--- src/common/asfr_defs.svh ---
`ifndef ASFR_DEFS_SVH
`define ASFR_DEFS_SVH
`define ASFR_BIT_C 0
`define ASFR_BIT_HC 1
`define ASFR_BIT_Z 2
`define ASFR_BIT_WRAP 3
`define ASFR_BIT_N 4
`define ASFR_IMPL_MASK 5'h1f
`define ASFR_RST_VAL 5'h00
`endif

--- src/common/asfr_pkg.sv ---
package asfr_pkg;
  typedef enum logic [3:0] {
    ASFR_OP_NONE = 4'h0, // no flag effect
    ASFR_OP_ADD = 4'h1,
    ASFR_OP_SUB = 4'h2, // a minus b
    ASFR_OP_LOGIC = 4'h3, // z and n only
    ASFR_OP_ROR = 4'h4,
    ASFR_OP_ROL = 4'h5,
    ASFR_OP_CLR = 4'h6, // file clear
    ASFR_OP_INC = 4'h7 // add path, all flags
  } asfr_op_e;
  typedef logic [7:0] asfr_byte_t;
endpackage

--- src/core/asfr_adder.sv ---
`include "asfr_defs.svh"
module asfr_adder (
  input wire logic [7:0] a, // first operand
  input wire logic [7:0] b, // second operand
  input wire logic sub, // subtract a - b
  output logic [7:0] sum, // result
  output logic c, // carry out of msb
  output logic hc, // carry out of bit 3
  output logic wrap // signed overflow
);
  wire [7:0] b_eff = sub ? ~b : b;
  wire [4:0] lo = {1'b0, a[3:0]} + {1'b0, b_eff[3:0]} + {4'h0, sub};
  wire [4:0] hi = {1'b0, a[7:4]} + {1'b0, b_eff[7:4]} + {4'h0, lo[4]};
  assign sum = {hi[3:0], lo[3:0]};
  assign hc = lo[4];
  assign c = hi[4];
  assign wrap = (a[7] == b_eff[7]) && (sum[7] != a[7]);
endmodule

--- src/core/asfr_rotate.sv ---
`include "asfr_defs.svh"
module asfr_rotate (
  input wire logic [7:0] src, // source register
  input wire logic cin, // current carry
  input wire logic left, // rotate left when high
  output logic [7:0] res, // rotated value
  output logic c, // bit shifted out
  output logic hc // source bit 3 or 4
);
  assign res = left ? {src[6:0], cin} : {cin, src[7:1]};
  assign c = left ? src[7] : src[0];
  assign hc = left ? src[3] : src[4];
endmodule

--- src/core/asfr_flags.sv ---
`include "asfr_defs.svh"
module asfr_flags (
  input wire logic clk, // core clock
  input wire logic arst_n, // async reset
  input wire asfr_pkg::asfr_op_e op, // flag-affecting operation
  input wire logic [7:0] opa, // operand a / rotate source
  input wire logic [7:0] opb, // operand b
  input wire logic wr_en, // instruction writes flag register
  input wire logic [7:0] wr_data, // data for that write
  output logic [7:0] flags, // register readback
  output logic [7:0] result // alu result
);
  import asfr_pkg::*;
  logic rst_s1_q, rst_n_q;
  always_ff @(posedge clk or negedge arst_n) begin
    if (!arst_n) begin
      rst_s1_q <= 1'b0;
      rst_n_q <= 1'b0;
    end else begin
      rst_s1_q <= 1'b1;
      rst_n_q <= rst_s1_q;
    end
  end
  logic [4:0] flag_q;
  logic [4:0] flag_d;
  logic [7:0] res_q;
  wire [7:0] add_sum, rot_res;
  wire add_c, add_hc, add_wrap, rot_c, rot_hc;
  wire is_sub = (op == ASFR_OP_SUB);
  wire [7:0] add_b = (op == ASFR_OP_INC) ? 8'h01 : opb;
  asfr_adder u_add (
    .a(opa),
    .b(add_b),
    .sub(is_sub),
    .sum(add_sum),
    .c(add_c),
    .hc(add_hc),
    .wrap(add_wrap)
  );
  asfr_rotate u_rot (
    .src(opa),
    .cin(flag_q[`ASFR_BIT_C]),
    .left(op == ASFR_OP_ROL),
    .res(rot_res),
    .c(rot_c),
    .hc(rot_hc)
  );
  wire arith = (op == ASFR_OP_ADD) || (op == ASFR_OP_SUB) || (op == ASFR_OP_INC);
  wire rot = (op == ASFR_OP_ROR) || (op == ASFR_OP_ROL);
  wire [7:0] alu_res = arith ? add_sum : rot ? rot_res :
                       (op == ASFR_OP_LOGIC) ? opa : 8'h00;
  // write of instruction data only where no flag comes from logic, and never on clear
  wire [4:0] wr_base = wr_en ? (wr_data[4:0] & `ASFR_IMPL_MASK) : flag_q;
  always_comb begin
    flag_d = wr_base;
    case (op)
      ASFR_OP_ADD, ASFR_OP_SUB, ASFR_OP_INC: begin
        flag_d = {alu_res[7], add_wrap, alu_res == 8'h00, add_hc, add_c};
      end
      ASFR_OP_ROR, ASFR_OP_ROL: begin
        flag_d[`ASFR_BIT_C] = rot_c;
        flag_d[`ASFR_BIT_HC] = rot_hc;
        flag_d[`ASFR_BIT_N] = rot_res[7];
        flag_d[`ASFR_BIT_Z] = (rot_res == 8'h00);
      end
      ASFR_OP_LOGIC: begin
        flag_d[`ASFR_BIT_N] = alu_res[7];
        flag_d[`ASFR_BIT_Z] = (alu_res == 8'h00);
      end
      ASFR_OP_CLR: begin
        flag_d = flag_q; // clear's zero write is suppressed too
        flag_d[`ASFR_BIT_Z] = 1'b1;
      end
      default: begin
        flag_d = wr_base;
      end
    endcase
  end
  always_ff @(posedge clk or negedge rst_n_q) begin
    if (!rst_n_q) begin
      flag_q <= `ASFR_RST_VAL;
      res_q <= 8'h00;
    end else begin
      flag_q <= flag_d;
      res_q <= alu_res;
    end
  end
  assign flags = {3'b000, flag_q};
  assign result = res_q;

  a_clr_sets_z: assert property (@(posedge clk) disable iff (!rst_n_q)
    op == ASFR_OP_CLR |=> flags[`ASFR_BIT_Z] && flags[1:0] == $past(flags[1:0])
      && flags[4:3] == $past(flags[4:3]))
    else $error("clear did not set zero");
  a_upper_zero: assert property (@(posedge clk) disable iff (!rst_n_q)
    flags[7:5] == 3'b000) else $error("upper bits nonzero");
  a_quiet_write: assert property (@(posedge clk) disable iff (!rst_n_q)
    op == ASFR_OP_NONE && wr_en |=> flags[4:0] == $past(wr_data[4:0]))
    else $error("plain write lost");
  a_add_suppress: assert property (@(posedge clk) disable iff (!rst_n_q)
    op == ASFR_OP_ADD && wr_en |=> flags[`ASFR_BIT_Z] == (result == 8'h00))
    else $error("flag write not suppressed");
  a_sign_flag: assert property (@(posedge clk) disable iff (!rst_n_q)
    op == ASFR_OP_LOGIC |=> flags[`ASFR_BIT_N] == result[7])
    else $error("sign flag wrong");
  a_borrow_pol: assert property (@(posedge clk) disable iff (!rst_n_q)
    op == ASFR_OP_SUB |=> flags[`ASFR_BIT_C] == ($past(opa) >= $past(opb)))
    else $error("borrow polarity wrong");
  a_rot_carry: assert property (@(posedge clk) disable iff (!rst_n_q)
    op == ASFR_OP_ROR |=> flags[`ASFR_BIT_C] == $past(opa[0])
      && flags[`ASFR_BIT_HC] == $past(opa[4]))
    else $error("rotate right carry wrong");
  a_rot_left: assert property (@(posedge clk) disable iff (!rst_n_q)
    op == ASFR_OP_ROL |=> flags[`ASFR_BIT_HC] == $past(opa[3]))
    else $error("rotate left half carry wrong");
  a_rol_carry: assert property (@(posedge clk) disable iff (!rst_n_q)
    op == ASFR_OP_ROL |=> flags[`ASFR_BIT_C] == $past(opa[7]))
    else $error("rotate left carry wrong");
  a_inc_carry: assert property (@(posedge clk) disable iff (!rst_n_q)
    op == ASFR_OP_INC |=> flags[`ASFR_BIT_C] == ($past(opa) == 8'hff))
    else $error("increment carry wrong");
  a_half_carry: assert property (@(posedge clk) disable iff (!rst_n_q)
    op == ASFR_OP_ADD |=> flags[`ASFR_BIT_HC] == ({1'b0, $past(opa[3:0])}
      + {1'b0, $past(opb[3:0])} > 5'h0f))
    else $error("add half carry wrong");
  a_wrap_flag: assert property (@(posedge clk) disable iff (!rst_n_q)
    op == ASFR_OP_ADD |=> flags[`ASFR_BIT_WRAP] == (($past(opa[7]) == $past(opb[7]))
      && (result[7] != $past(opa[7]))))
    else $error("add overflow wrong");
  a_zero_logic: assert property (@(posedge clk) disable iff (!rst_n_q)
    op == ASFR_OP_LOGIC |=> flags[`ASFR_BIT_Z] == ($past(opa) == 8'h00))
    else $error("zero flag wrong");
  a_idle_hold: assert property (@(posedge clk) disable iff (!rst_n_q)
    op == ASFR_OP_NONE && !wr_en |=> flags == $past(flags))
    else $error("idle flags changed");
  a_add_carry: assert property (@(posedge clk) disable iff (!rst_n_q)
    op == ASFR_OP_ADD |=> flags[`ASFR_BIT_C] == ({1'b0, $past(opa)} + {1'b0, $past(opb)} > 9'h0ff))
    else $error("add carry wrong");
endmodule

--- config.mk ---
export PLATFORM = sky130hd
export DESIGN_NAME = asfr_flags
export DESIGN_NICKNAME = d
export VERILOG_FILES = /design/src/common/asfr_pkg.sv /design/src/core/asfr_adder.sv /design/src/core/asfr_rotate.sv /design/src/core/asfr_flags.sv
export VERILOG_INCLUDE_DIRS = /design/src /design/src/common
export SDC_FILE = /design/constraint.sdc
export NUM_CORES = 1
export LEC_CHECK = 0
export BUFFER_PORTS_ARGS = -buffer_cell sky130_fd_sc_hd__buf_2
export CORE_ASPECT_RATIO = 1.5
export CORE_UTILIZATION = 40
export CTS_BUF_LIST = sky130_fd_sc_hd__clkbuf_8
export DETAILED_ROUTE_END_ITERATION = 8
export PLACE_DENSITY = 0.66
export SETUP_SLACK_MARGIN = 0.3
export SLEW_MARGIN = 20
export SYNTH_ARGS = -nofsm -noshare
export SYNTH_HDL_FRONTEND = slang
export SYNTH_HIERARCHICAL = 1
export SYNTH_SLANG_ARGS = --single-unit
--- constraint.sdc ---
create_clock -name clk -period 0.94 [get_ports clk]
set_clock_uncertainty 0.2 [all_clocks]
set_input_delay 0.094 -clock clk [delete_from_list [all_inputs] [get_ports clk]]
set_output_delay 0.094 -clock clk [all_outputs]
set_load 0.02 [all_outputs]
**Yosys cells after proc, flatten, opt, wreduce, memory -nomap -nowiden**

Cells that the tools add are included.

- Multiplexer cells: 13
- Bitwise gates (word level): 2
- Equal/unequal tests: 9
- Reductions and logical operators: 16
- Add/sub/neg operators: 4

Operators by type and width:

| operator | count |
|---|---|
| 8-bit two-way mux | 6 |
| 4-bit by 3-bit equality test with 1-bit output, second input constant | 4 |
| 8-bit zero test | 2 |
| 4-bit by 4-bit adder with 5-bit output | 2 |
| 5-bit by 1-bit adder with 5-bit output | 2 |
| 4-bit by 2-bit equality test with 1-bit output, second input constant | 2 |
| 8-bit NOT | 1 |
| 1-bit case mux with 3 select lines | 2 |
| 2-bit case mux with 3 select lines | 1 |
| 2-bit AND reduction | 3 |
| 3-bit nonzero test | 2 |
| 5-bit two-way mux | 1 |
| 4-bit by 1-bit equality test with 1-bit output, second input constant | 1 |
| 4-bit nonzero test | 1 |
| 4-bit OR reduction | 1 |
| 1-bit logical OR | 3 |
| 3-bit OR reduction | 1 |
| 1-bit two-way mux | 2 |
| 1-bit case mux with 2 select lines | 1 |
| 2-bit nonzero test | 1 |
| 2-bit OR reduction | 1 |
| 1-bit equality test | 1 |
| 1-bit logical AND | 1 |
| 1-bit inequality test | 1 |
| 1-bit NOT | 1 |

- Register bits after elaboration: 15
- Input port bits: 31
- Word-level logic and storage cells: 51
- Output and inout bits: 16

**Depth between registers and ports, before layout**

Gate-level depths: netlist (run 1).

- Word-level depth: 10
- Gate-level depth with buffers: 19
- Gate-level depth less buffers: 18

**Hierarchy**

The synthesis (run 1) kept the hierarchy.

Modules (own cells, without submodules):

| module | cells an instance | seq. area each (um^2) | times used | area an instance (um^2) |
|---|---|---|---|---|
| asfr_flags | 134 | 375.4 | 1 | 1081.0 |
| asfr_adder | 43 | 0.0 | 1 | 401.6 |
| asfr_rotate | 11 | 0.0 | 1 | 161.4 |

**Worst setup path before layout (run 1)**

OpenSTA, ideal clock, no wires.

- Kind: input-to-reg
- Start: in op[3]
- End: reg flag_q[2]
- Data required time: 0.645 ns
- Setup time: 0.095 ns
- Arrival: 3.379 ns
- Slack: -2.734 ns
- Stages: 17
- Buffers on the path: 3
- Cells stage by stage: clkbuf_1 clkbuf_1 nor3_1 buf_6 xor2_1 ha_1 a21oi_1 o21bai_1 fa_1 a21o_1 a21oi_1 xnor2_1 and4bb_2 a21oi_1 a21oi_1 or2_2 o31ai_1

- Elaborated cells on any way between the ends: 27
- Classes of those cells: add/sub: 4; eq/ne: 7; mux: 7; bitwise: 1; reduce/logical: 8

RTL lines:

| item | line | RTL |
|---|---|---|
| start, declared | asfr_flags.sv:5 | `input wire asfr_pkg::asfr_op_e op,` |
| 4-bit by 2-bit equality test with 1-bit output * | asfr_flags.sv:29 | `wire is_sub = (op == ASFR_OP_SUB);` |
| named net is_sub | asfr_flags.sv:29 |  |
| 8-bit two-way mux | asfr_adder.sv:11 | `wire [7:0] b_eff = sub ? ~b : b;` |
| 4-bit by 4-bit adder with 5-bit output | asfr_adder.sv:12 | `wire [4:0] lo = {1'b0, a[3:0]} + {1'b0, b_eff[3:0]} + {4'h0, sub};` |
| 5-bit by 1-bit adder with 5-bit output * | asfr_adder.sv:12 |  |
| named net add_hc | asfr_flags.sv:28 | `wire add_c, add_hc, add_wrap, rot_c, rot_hc;` |
| 5-bit by 1-bit adder with 5-bit output * | asfr_adder.sv:13 | `wire [4:0] hi = {1'b0, a[7:4]} + {1'b0, b_eff[7:4]} + {4'h0, lo[4]};` |
| named net add_sum[7] | asfr_flags.sv:27 | `wire [7:0] add_sum, rot_res;` |
| 8-bit two-way mux * | asfr_flags.sv:50 | `wire [7:0] alu_res = arith ? add_sum : rot ? rot_res :` |
| 8-bit zero test * | asfr_flags.sv:58, asfr_flags.sv:68 |  |
| 1-bit case mux with 3 select lines * | asfr_flags.sv:56 | `case (op)` |
| end signal, assigned | asfr_flags.sv:81 | `` flag_q <= `ASFR_RST_VAL; `` |
| end signal, assigned | asfr_flags.sv:84 | `flag_q <= flag_d;` |
| end, declared | asfr_flags.sv:24 | `logic [4:0] flag_q;` |

Mark *: on every way through the listed nets, which the timed path passes. The rest lies on a longest branch.
A chain may end at the register's enable or synchronous reset.

**Final worst setup path (run 1)**

- Start: in op[2]
- End: reg flag_q[2]

- Word-level cells in the longest chain between the ends: 10
- Elaborated cells on any way between the ends: 27
- Classes of those cells: add/sub: 4; eq/ne: 7; mux: 7; bitwise: 1; reduce/logical: 8

Ends and longest elaborated chain:

| item | line | RTL |
|---|---|---|
| 4-bit by 3-bit equality test with 1-bit output * | asfr_flags.sv:30 | `wire [7:0] add_b = (op == ASFR_OP_INC) ? 8'h01 : opb;` |
| 8-bit two-way mux * | asfr_flags.sv:30 |  |
| named net add_b[1] | asfr_flags.sv:30 |  |
| 8-bit NOT | asfr_adder.sv:11 |  |
| 8-bit two-way mux * | asfr_adder.sv:11 |  |
| 4-bit by 4-bit adder with 5-bit output * | asfr_adder.sv:12 |  |
| 5-bit by 1-bit adder with 5-bit output * | asfr_adder.sv:12 |  |
| named net add_hc | asfr_flags.sv:28 |  |
| 5-bit by 1-bit adder with 5-bit output * | asfr_adder.sv:13 |  |
| named net add_sum[6] | asfr_flags.sv:27 |  |
| 8-bit two-way mux * | asfr_flags.sv:50 |  |
| 8-bit zero test * | asfr_flags.sv:58, asfr_flags.sv:68 |  |
| 1-bit case mux with 3 select lines * | asfr_flags.sv:56 |  |

Marked as above.

==> results of run 1 <==
-- per-layer routing --
metal | GRT usage [%] | part of all wire (%)
met5 | 0 | 0
met4 | 14.4 | 3.7
met3 | 0.379 | 1.8
met2 | 48.8 | 56
met1 | 26.1 | 38
-- critical path, cell delays in order --
cell and delay, ps:
buf_6 70, nor2b_4 150, nand3_4 120, and2_4 180, xor2_1 160, inv_1 80, fa_2 210, inv_2 40
a21oi_2 140, o21bai_2 90, fa_2 400, fa_1 480, xor2_2 180, nor2_1 120, a22oi_1 80, or2_4 270
o31ai_2 200
-- layout by cell type (no fill, tap or decap), drive strengths merged, types with 2 or more instances in the layout --
cell type,n
o21ai,12
nand3b,2
buf,116
fa,3
mux2,12
and2,7
clkbuf,3
a21o,4
nor4,2
xor2,10
mux2i,2
dfrtp,15
nor3,4
a21oi,16
nand3,4
and3,2
xnor2,3
o31ai,2
nand2,9
or3,2
nand2b,2
nor2b,6
a22oi,9
ha,6
o22ai,2
conb,4
and3b,2
nor2,11
inv,9
a31oi,2
o211ai,2
-- flip-flops by register name (all words and copies together), names as in the netlist --
| signal | count |
|---|---|
| rst_s1_q | 1 |
| rst_n_q | 1 |
| result | 8 |
| flag_q | 5 |
-- cells by family after synthesis --
group	share of synthesized area, %
adders and majority gates	8.22
xor gates and xnor gates	7.38
AOI/OAI and AO/OA	21.0
and+or+nand+nor	20.2
DFF	22.8
other	0.457
buffers and inverters	7.23
muxes	12.7
-- through the flow --
stage               instance area (µm²)  worst slack [ps]  hold slack [ps]
detailed placement                 2410             -2630             -319
global route                       2750             -2300            -84.6
finish                             2750             -2170             -103
floorplan                          1760             -2410             -402
global placement                   2410             -2520             -322
CTS                                2720             -2180             -103
-- worst max path at each step --
stage	from	end	slack, ps	depth (start not counted)
detailed placement	op[2]	flag_q[2]	-2630	18
finish	op[2]	flag_q[2]	-2170	17
global route	op[2]	flag_q[2]	-2300	19
global placement	op[2]	flag_q[2]	-2520	14
CTS	op[2]	flag_q[2]	-2180	19
floorplan	op[3]	flag_q[2]	-2410	19
-- report_power, final --
part	switching [mW]	total (mW)	internal, mW
registers	0.0591	0.787	0.728
logic	0.756	1.67	0.915
clock network	0.222	0.515	0.293
total	1.04	2.97	1.94
-- layout make-up --
type	instances	area (µm²)	share of cell area (%)
clock buffers	3	41.3	1.50
clock inverters	1	5.00	0.182
inverters	9	33.8	1.23
multi-input cells	154	1310	47.7
flip-flops and latches	15	383	13.9
well taps	45	56.3	2.05
repair buffers	117	920	33.4
-- what timing repair did --
action,in CTS,in global routing
setup buffers,5,3
endpoints found under the hold margin,17,17
setup endpoints to repair,27,37
pin swaps,13,4
gates resized for setup,55,3
-- Yosys cell counts (6+ instances only) --
cell,number,share of area [%]
mux2_4,11,10
nor2_1,11,2.5
nand2_1,9,2.1
and2_1,7,2.7
a22oi_1,9,4.1
nor2b_1,6,2.3
a21oi_1,16,4.9
inv_1,9,2.1
dfrtp_1,15,23
o21ai_0,12,3.7
ha_1,6,4.6
xor2_1,9,4.8
==> flow_summary.toml, run 1 <==
[status]
status = "finished with violations"
violations = "negative hold slack, negative setup slack"

[timing]
timing_hold_violations_final = 17
setup-tns-final_ps = -21620
min_period_ps = 3110
fmaxAchievable_ghz = 0.322
rsz0062_at_grt = "true"
slew_violations = 0
fin_crit_sh_pct = 330
hold_ws_ps = -103
setup_viol = 26
setup_slack_ps = -2170
slew-limit-headroom_pct = 67.3
tightest_slew_ps = 477

[hold_path]
min_to = "flag_q[0]"
hold_class = "input port to flop"
hp-start = "wr_data[0]"
worstHoldPathCells = 3

[synth]
yosysUniqueCellTypes = 48
ys_seq_area_share_pct = 22.8
synth.avg_cell_area_um2 = 8.75
synth_area_mm2 = 0.00164
synth_edf_count = 0
ys_ff_latch = 15
async_flop_share_pct = 100
post_synth_inst_count = 188
synth_top_flop_cell = "dfrtp_1"
synth_warnings = 6

[setup_path]
r2r_start = "flag_q[0]"
crit_arrival_ps = 3060
path_class = "input port to flop"
critPathCaptureType = "flop"
cp-start-kind = "input port"
reg2reg_slack_ps = -810
rr_worst_depth = 5
reg2reg_to = "flag_q[2]"
required_ps = 900
crit_fanout = 5

[floorplanning]
die-area_mm2 = 0.00438
coreArea_mm2 = 0.00392
fp.dieH_um = 80.5
rows = 28
io_pins = 47
die_x_um = 54.3
initial_core_util_pct = 41.9

[global_route]
grt_pass1_wl_um = 8110
grt_pass1_vias = 1821
grtUsageTotal_pct = 25.6
grt_max_degree = 22
grt_overflow = 0
antenna_found_initial = 0

[clock_network]
ctsHoldBuffers = 1
clock_sinks = 15
clk_latency_ps = 250
cts_buffer_depth = 2
root_buffer = "clkbuf_8"
numCtsBuffers = 3
cts_max_level = 1
cts_tree = "built"
cts.clk_slew.worst_paths_ps = 60

[job]
max-cap-violations = 0

[drt]
drt-total-wl_um = 5330
drt_pre_antenna_iters = 4
drc = 0
initialDrtViolationCount = 29
vias_per_cell = 5.21
wl_per_cell_um = 15.5
ant_nets = 0
num_vias = 1793

[finish]
drive_above_1_share_pct = 56.9
syn2layout_area_growth_pct = 67.4
antenna_cells = 0
fillerInstances = 321
fin_cells = 344
post-route-util_pct = 70.2
nets = 340

[pwr]
power.density_mw_per_mm2 = 1080
peakVddDrop_v = 0.00125
leakage_nw = 1.36
finalPower_mw = 2.97

[placed_design]
dp_cells = 331
routabilityCongestion = 0.940
io_buffers = 40
dp_hpwl_um = 4290
Note: power is estimated with default switching activity, not from simulation.
==> inputs of run 2 (changes only) <==
Settings changed: CAP_MARGIN set to 20, PLACE_DENSITY 0.66 to 0.62, REMOVE_ABC_BUFFERS set to 1.
==> run 2 against run 1 <==
The run still ends with negative hold slack, negative setup slack left; cell count is 3.8% higher; register-to-register slack worse by 270 ps; die area unchanged; via count rose by 5.1%; combinational power rose by 16%; worst hold slack better by 0.99 ps; clock-buffer cell count unchanged; critical path depth is 3 higher; sequential share of layout area shrank 1.1 points; critical path type unchanged; highest routed layer unchanged.
==> flow_summary.toml, run 2 (synthesized netlist as in run 1, its figures left out) <==
[timing]
setup_viol = 26
tightest_slew_ps = 541
setup_slack_ps = -2240
timing_hold_violations_final = 17
min_period_ps = 3180
hold_ws_ps = -102
fmaxAchievable_ghz = 0.314
slew-limit-headroom_pct = 63.9
fin_crit_sh_pct = 338
slew_violations = 0
rsz0062_at_grt = "true"
setup-tns-final_ps = -23460

[drt]
drt-total-wl_um = 5360
num_vias = 1885
drc = 0
drt_pre_antenna_iters = 4
dr_wl_met3_um = 203
vias_per_cell = 5.28
ant_nets = 0
wl_per_cell_um = 15.0
wl_met2_um = 2830
top_layer_used = "met4"
wl_met1_um = 2010
initialDrtViolationCount = 37

[floorplanning]
fp.dieH_um = 80.5
coreArea_mm2 = 0.00392
initial_core_util_pct = 41.9
die_x_um = 54.3
rows = 28
die-area_mm2 = 0.00438
io_pins = 47

[placed_design]
dp_hpwl_um = 4030
io_buffers = 40
routabilityCongestion = 0.975
dp_cells = 332

[finish]
fillerInstances = 286
syn2layout_area_growth_pct = 78.2
final_common_cell = "buf_4"
layout_common_cells = "buf_4 (74), buf_6 (29), buf_2 (25)"
drive_above_1_share_pct = 60.6
largest_register_ffs = 8
nets = 353
fin_cells = 357
antenna_cells = 0

[pwr]
leakage_nw = 1.48
power.density_mw_per_mm2 = 1100
peakVddDrop_v = 0.00106
finalPower_mw = 3.22

[setup_path]
crit_buf_inv = 5
critPathCaptureType = "flop"
cp_cell_sequence = "buf_8, buf_6, nand2b_4, nor3_2, buf_4, xor2_1, ha_1, a21oi_2, o21bai_2, fa_2, a21o_1, a21oi_2, xnor2_2, and4bb_2, a21oi_2, a21oi_2, buf_4, buf_6, o22ai_2, a21oi_2"
crit_family = "compound AO/OA/AOI/OAI gates"
r2r_start = "flag_q[0]"
crit_path_frequent_cell = "a21oi_2"
path_class = "input port to flop"
cp-start-kind = "input port"
worst_path_max_delay_cell = "fa_2"
rr_worst_depth = 5
crit_arrival_ps = 3170
slowest_delay_ps = 380
required_ps = 930
reg2reg_slack_ps = -1080
crit_fanout = 5
reg2reg_to = "flag_q[2]"

[global_route]
antenna_found_initial = 0
grt_pass1_wl_um = 8160
grtUsageTotal_pct = 25.9
grt_pass1_vias = 1879
grt_overflow = 0
grt_max_degree = 22

[hold_path]
worstHoldPathCells = 3
hp-start = "wr_data[1]"
hold_class = "input port to flop"
min_to = "flag_q[1]"

[clock_network]
cts.clk_slew.worst_paths_ps = 60
clk_latency_ps = 250
cts_tree = "built"
root_buffer = "clkbuf_8"
ctsHoldBuffers = 1
cts_max_level = 1
cts_buffer_depth = 2
numCtsBuffers = 3
clock_sinks = 15

[status]
status = "finished with violations"
violations = "negative hold slack, negative setup slack"

[job]
max-cap-violations = 0
==> run 2: cell types whose count changed in the layout (fill, tap and decap cells not counted), sizes merged <==
cell | before | now
buf | 116 | 129
clkinv | 1 | 0
inv | 9 | 10
==> run 2: area by class of cell <==
type                    instances  area [µm²]  share of cell area [%]
clock buffers                   3        41.3                    1.41
flip-flops and latches         15         377                    12.9
well taps                      45        56.3                    1.92
multi-input cells             154        1390                    47.3
clock inverters                 1        3.75                   0.128
repair buffers                130        1030                    35.2
inverters                       9        33.8                    1.15
==> run 2: worst reg2reg max path, delay by kind of cell, from the launching register on <==
family	cells	cell delay, ps
flip-flops	1	440
AO/OA/AOI/OAI	4	1030
multiplexers	1	270
==> run 2: where the power goes <==
group / internal [mW] / switching (mW) / leakage [nW] / total [mW]
sequential: 0.724 / 0.0499 / 0.186 / 0.774
combinational: 1.08 / 0.847 / 1.26 / 1.93
clock: 0.290 / 0.227 / 0.0269 / 0.516
==> run 2: how the worst max path moves through the flow <==
stage / start / end / slack [ps] / cells after the start
2_1_floorplan: op[2] / flag_q[2] / -3020 / 15
3_3_place_gp: op[3] / flag_q[2] / -2760 / 18
3_5_place_dp: op[3] / flag_q[2] / -2860 / 18
4_1_cts: op[2] / result[7] / -2310 / 19
5_1_grt: op[2] / flag_q[4] / -2450 / 20
6_report: op[2] / flag_q[4] / -2240 / 20
==> run 2: per-layer routing <==
layer | vias to the layer above | GRT usage, %
met5 | - | 0
met4 | 0 | 21.0
met3 | 26 | 3.41
met2 | 82 | 42.3
met1 | 862 | 28.2
li1 | 915 | -
==> run 2: timing repair <==
item | in CTS | in global routing
gates cloned | 0 | 0
resized for setup | 59 | 41
hold endpoints to repair | 17 | 4
buffers inserted | 15 | 5
endpoints found under the setup margin | 27 | 27
pin swaps | 25 | 27
==> run 2: stage by stage <==
step / area [µm²] / worst slack (ps) / util, %
2_1_floorplan: 1570 / -3020 / -
3_3_place_gp: 2350 / -2760 / 59.8
3_5_place_dp: 2350 / -2860 / 59.8
4_1_cts: 2740 / -2310 / 69.8
5_1_grt: 2930 / -2450 / 74.7
6_report: 2930 / -2240 / 74.7
==> inputs of run 3 (changes only) <==
Settings changed: SKIP_CTS_REPAIR_TIMING set to 1.
==> run 3 against run 2 <==
The flow still finishes with violations (negative hold slack, negative setup slack); total power is 6.6% lower; worst hold slack better by 1.8 ps; critical path depth is 2 lower; critical path type unchanged; core utilization is 3.2 points lower; critical endpoint is now flag_q[2]; cell count is 0.84% lower; clock-buffer cell count stayed put; non-clock buffer count is 3 lower; sequential share of layout area is 0.57 points higher; first-iteration DRC count is 65% higher; cell area is 4.2% lower; via count is 2.2% lower; worst setup slack worse by 99 ps.
==> flow_summary.toml, run 3 (synthesized netlist as in run 1, its figures left out) <==
[clock_network]
numCtsBuffers = 3
root_buffer = "clkbuf_8"
cts_max_level = 1
clock_sinks = 15
clk_latency_ps = 250
cts.clk_slew.worst_paths_ps = 60
cts_tree = "built"
cts_buffer_depth = 2

[finish]
finish.instance_area_mm2 = 0.00281
antenna_cells = 0
layout_common_cells = "buf_4 (79), buf_2 (25), buf_6 (21)"
nets = 350
final_common_cell = "buf_4"
syn2layout_area_growth_pct = 70.7
drive_above_1_share_pct = 56.3
post-route-util_pct = 71.5
largest_register_ffs = 8

[setup_path]
critPathCaptureType = "flop"
rr_worst_depth = 5
required_ps = 910
crit_fanout = 6
reg2reg_slack_ps = -830
worstSetupStartpoint = "op[2]"
r2r_start = "flag_q[0]"
path_class = "input port to flop"
crit_arrival_ps = 3250
endpoint = "flag_q[2]"
cp-start-kind = "input port"
reg2reg_to = "flag_q[2]"

[status]
violations = "negative hold slack, negative setup slack"
status = "finished with violations"

[global_route]
antenna_found_initial = 0
grtUsageTotal_pct = 24.3
grt_overflow = 0
grt_pass1_vias = 1747
grt_max_degree = 22
grt_pass1_wl_um = 7690

[drt]
wl_per_cell_um = 14.3
drc = 0
initialDrtViolationCount = 61
ant_nets = 0
drt-total-wl_um = 5080
num_vias = 1844
drt_pre_antenna_iters = 4
vias_per_cell = 5.21

[hold_path]
hold_class = "input port to flop"
hp-start = "wr_data[0]"

[placed_design]
io_buffers = 40
dp_hpwl_um = 4030
routabilityCongestion = 0.975
pre_cts_ws_ps = -2860
placed_area_mm2 = 0.00235

[job]
max-cap-violations = 0

[timing]
rsz0062_at_grt = "true"
fmaxAchievable_ghz = 0.305
min_period_ps = 3280
setup-tns-final_ps = -23720
fin_crit_sh_pct = 349
tightest_slew_ps = 596
setup_viol = 26
slew_violations = 0
setup_slack_ps = -2340
hold_ws_ps = -99.9
timing_hold_violations_final = 17
slew-limit-headroom_pct = 60.2

[floorplanning]
rows = 28
io_pins = 47
die_x_um = 54.3
coreArea_mm2 = 0.00392
initial_core_util_pct = 41.9
fp.dieH_um = 80.5
die-area_mm2 = 0.00438

[pwr]
peakVddDrop_v = 0.00114
finalPower_mw = 3.00
leakage_nw = 1.42
power.density_mw_per_mm2 = 1070
-- run 3: through the flow --
| stage | std cells | hold slack (ps) |
|---|---|---|
| 6_report | 354 | -99.9 |
| 5_1_grt | 354 | -106 |
| 4_1_cts | 336 | -582 |
| 3_5_place_dp | 332 | -315 |
| 3_3_place_gp | 332 | -322 |
| 2_1_floorplan | 178 | -402 |
-- run 3: where the power goes --
part	internal, mW	switching [mW]	leakage, nW
Clock	0.289	0.221	0.0269
Sequential	0.724	0.0489	0.186
Combinational	0.955	0.765	1.20
-- run 3: metal layers --
layer | vias up | GRT usage (%) | wire length (µm)
met1 | 847 | 26.4 | 1910
met2 | 70 | 42.4 | 2780
met5 | - | 0 | 0
met3 | 16 | 2.08 | 192
li1 | 911 | - | -
met4 | 0 | 15.9 | 195
-- run 3: how the worst min path moves through the flow --
stage | cells past startpoint | end | slack [ps]
2_1_floorplan | 0 | rst_n_q | -400
4_1_cts | 1 | rst_s1_q | -580
5_1_grt | 3 | flag_q[1] | -110
6_report | 3 | flag_q[0] | -100
3_5_place_dp | 1 | rst_s1_q | -310
3_3_place_gp | 1 | rst_s1_q | -320
-- run 3: critical path, cell delays in order --
cell and delay, ps:
buf_8 100, buf_6 120, nand2b_4 140, nor3_2 130
buf_4 190, xor2_1 160, ha_1 270, a21oi_2 140
o21bai_2 100, fa_2 410, a21o_1 200, a21oi_2 190
xnor2_2 100, and4bb_2 250, a21oi_2 120, a21oi_2 70
or2_4 260, o31ai_4 220
-- run 3: layout make-up --
cell class	instances	area, µm²
Clock buffer	3	41.3
Clock inverter	1	3.75
Fill cell	297	1120
Inverter	9	33.8
Multi-Input combinational cell	154	1320
Sequential cell	15	377
Tap cell	45	56.3
Timing Repair Buffer	127	980
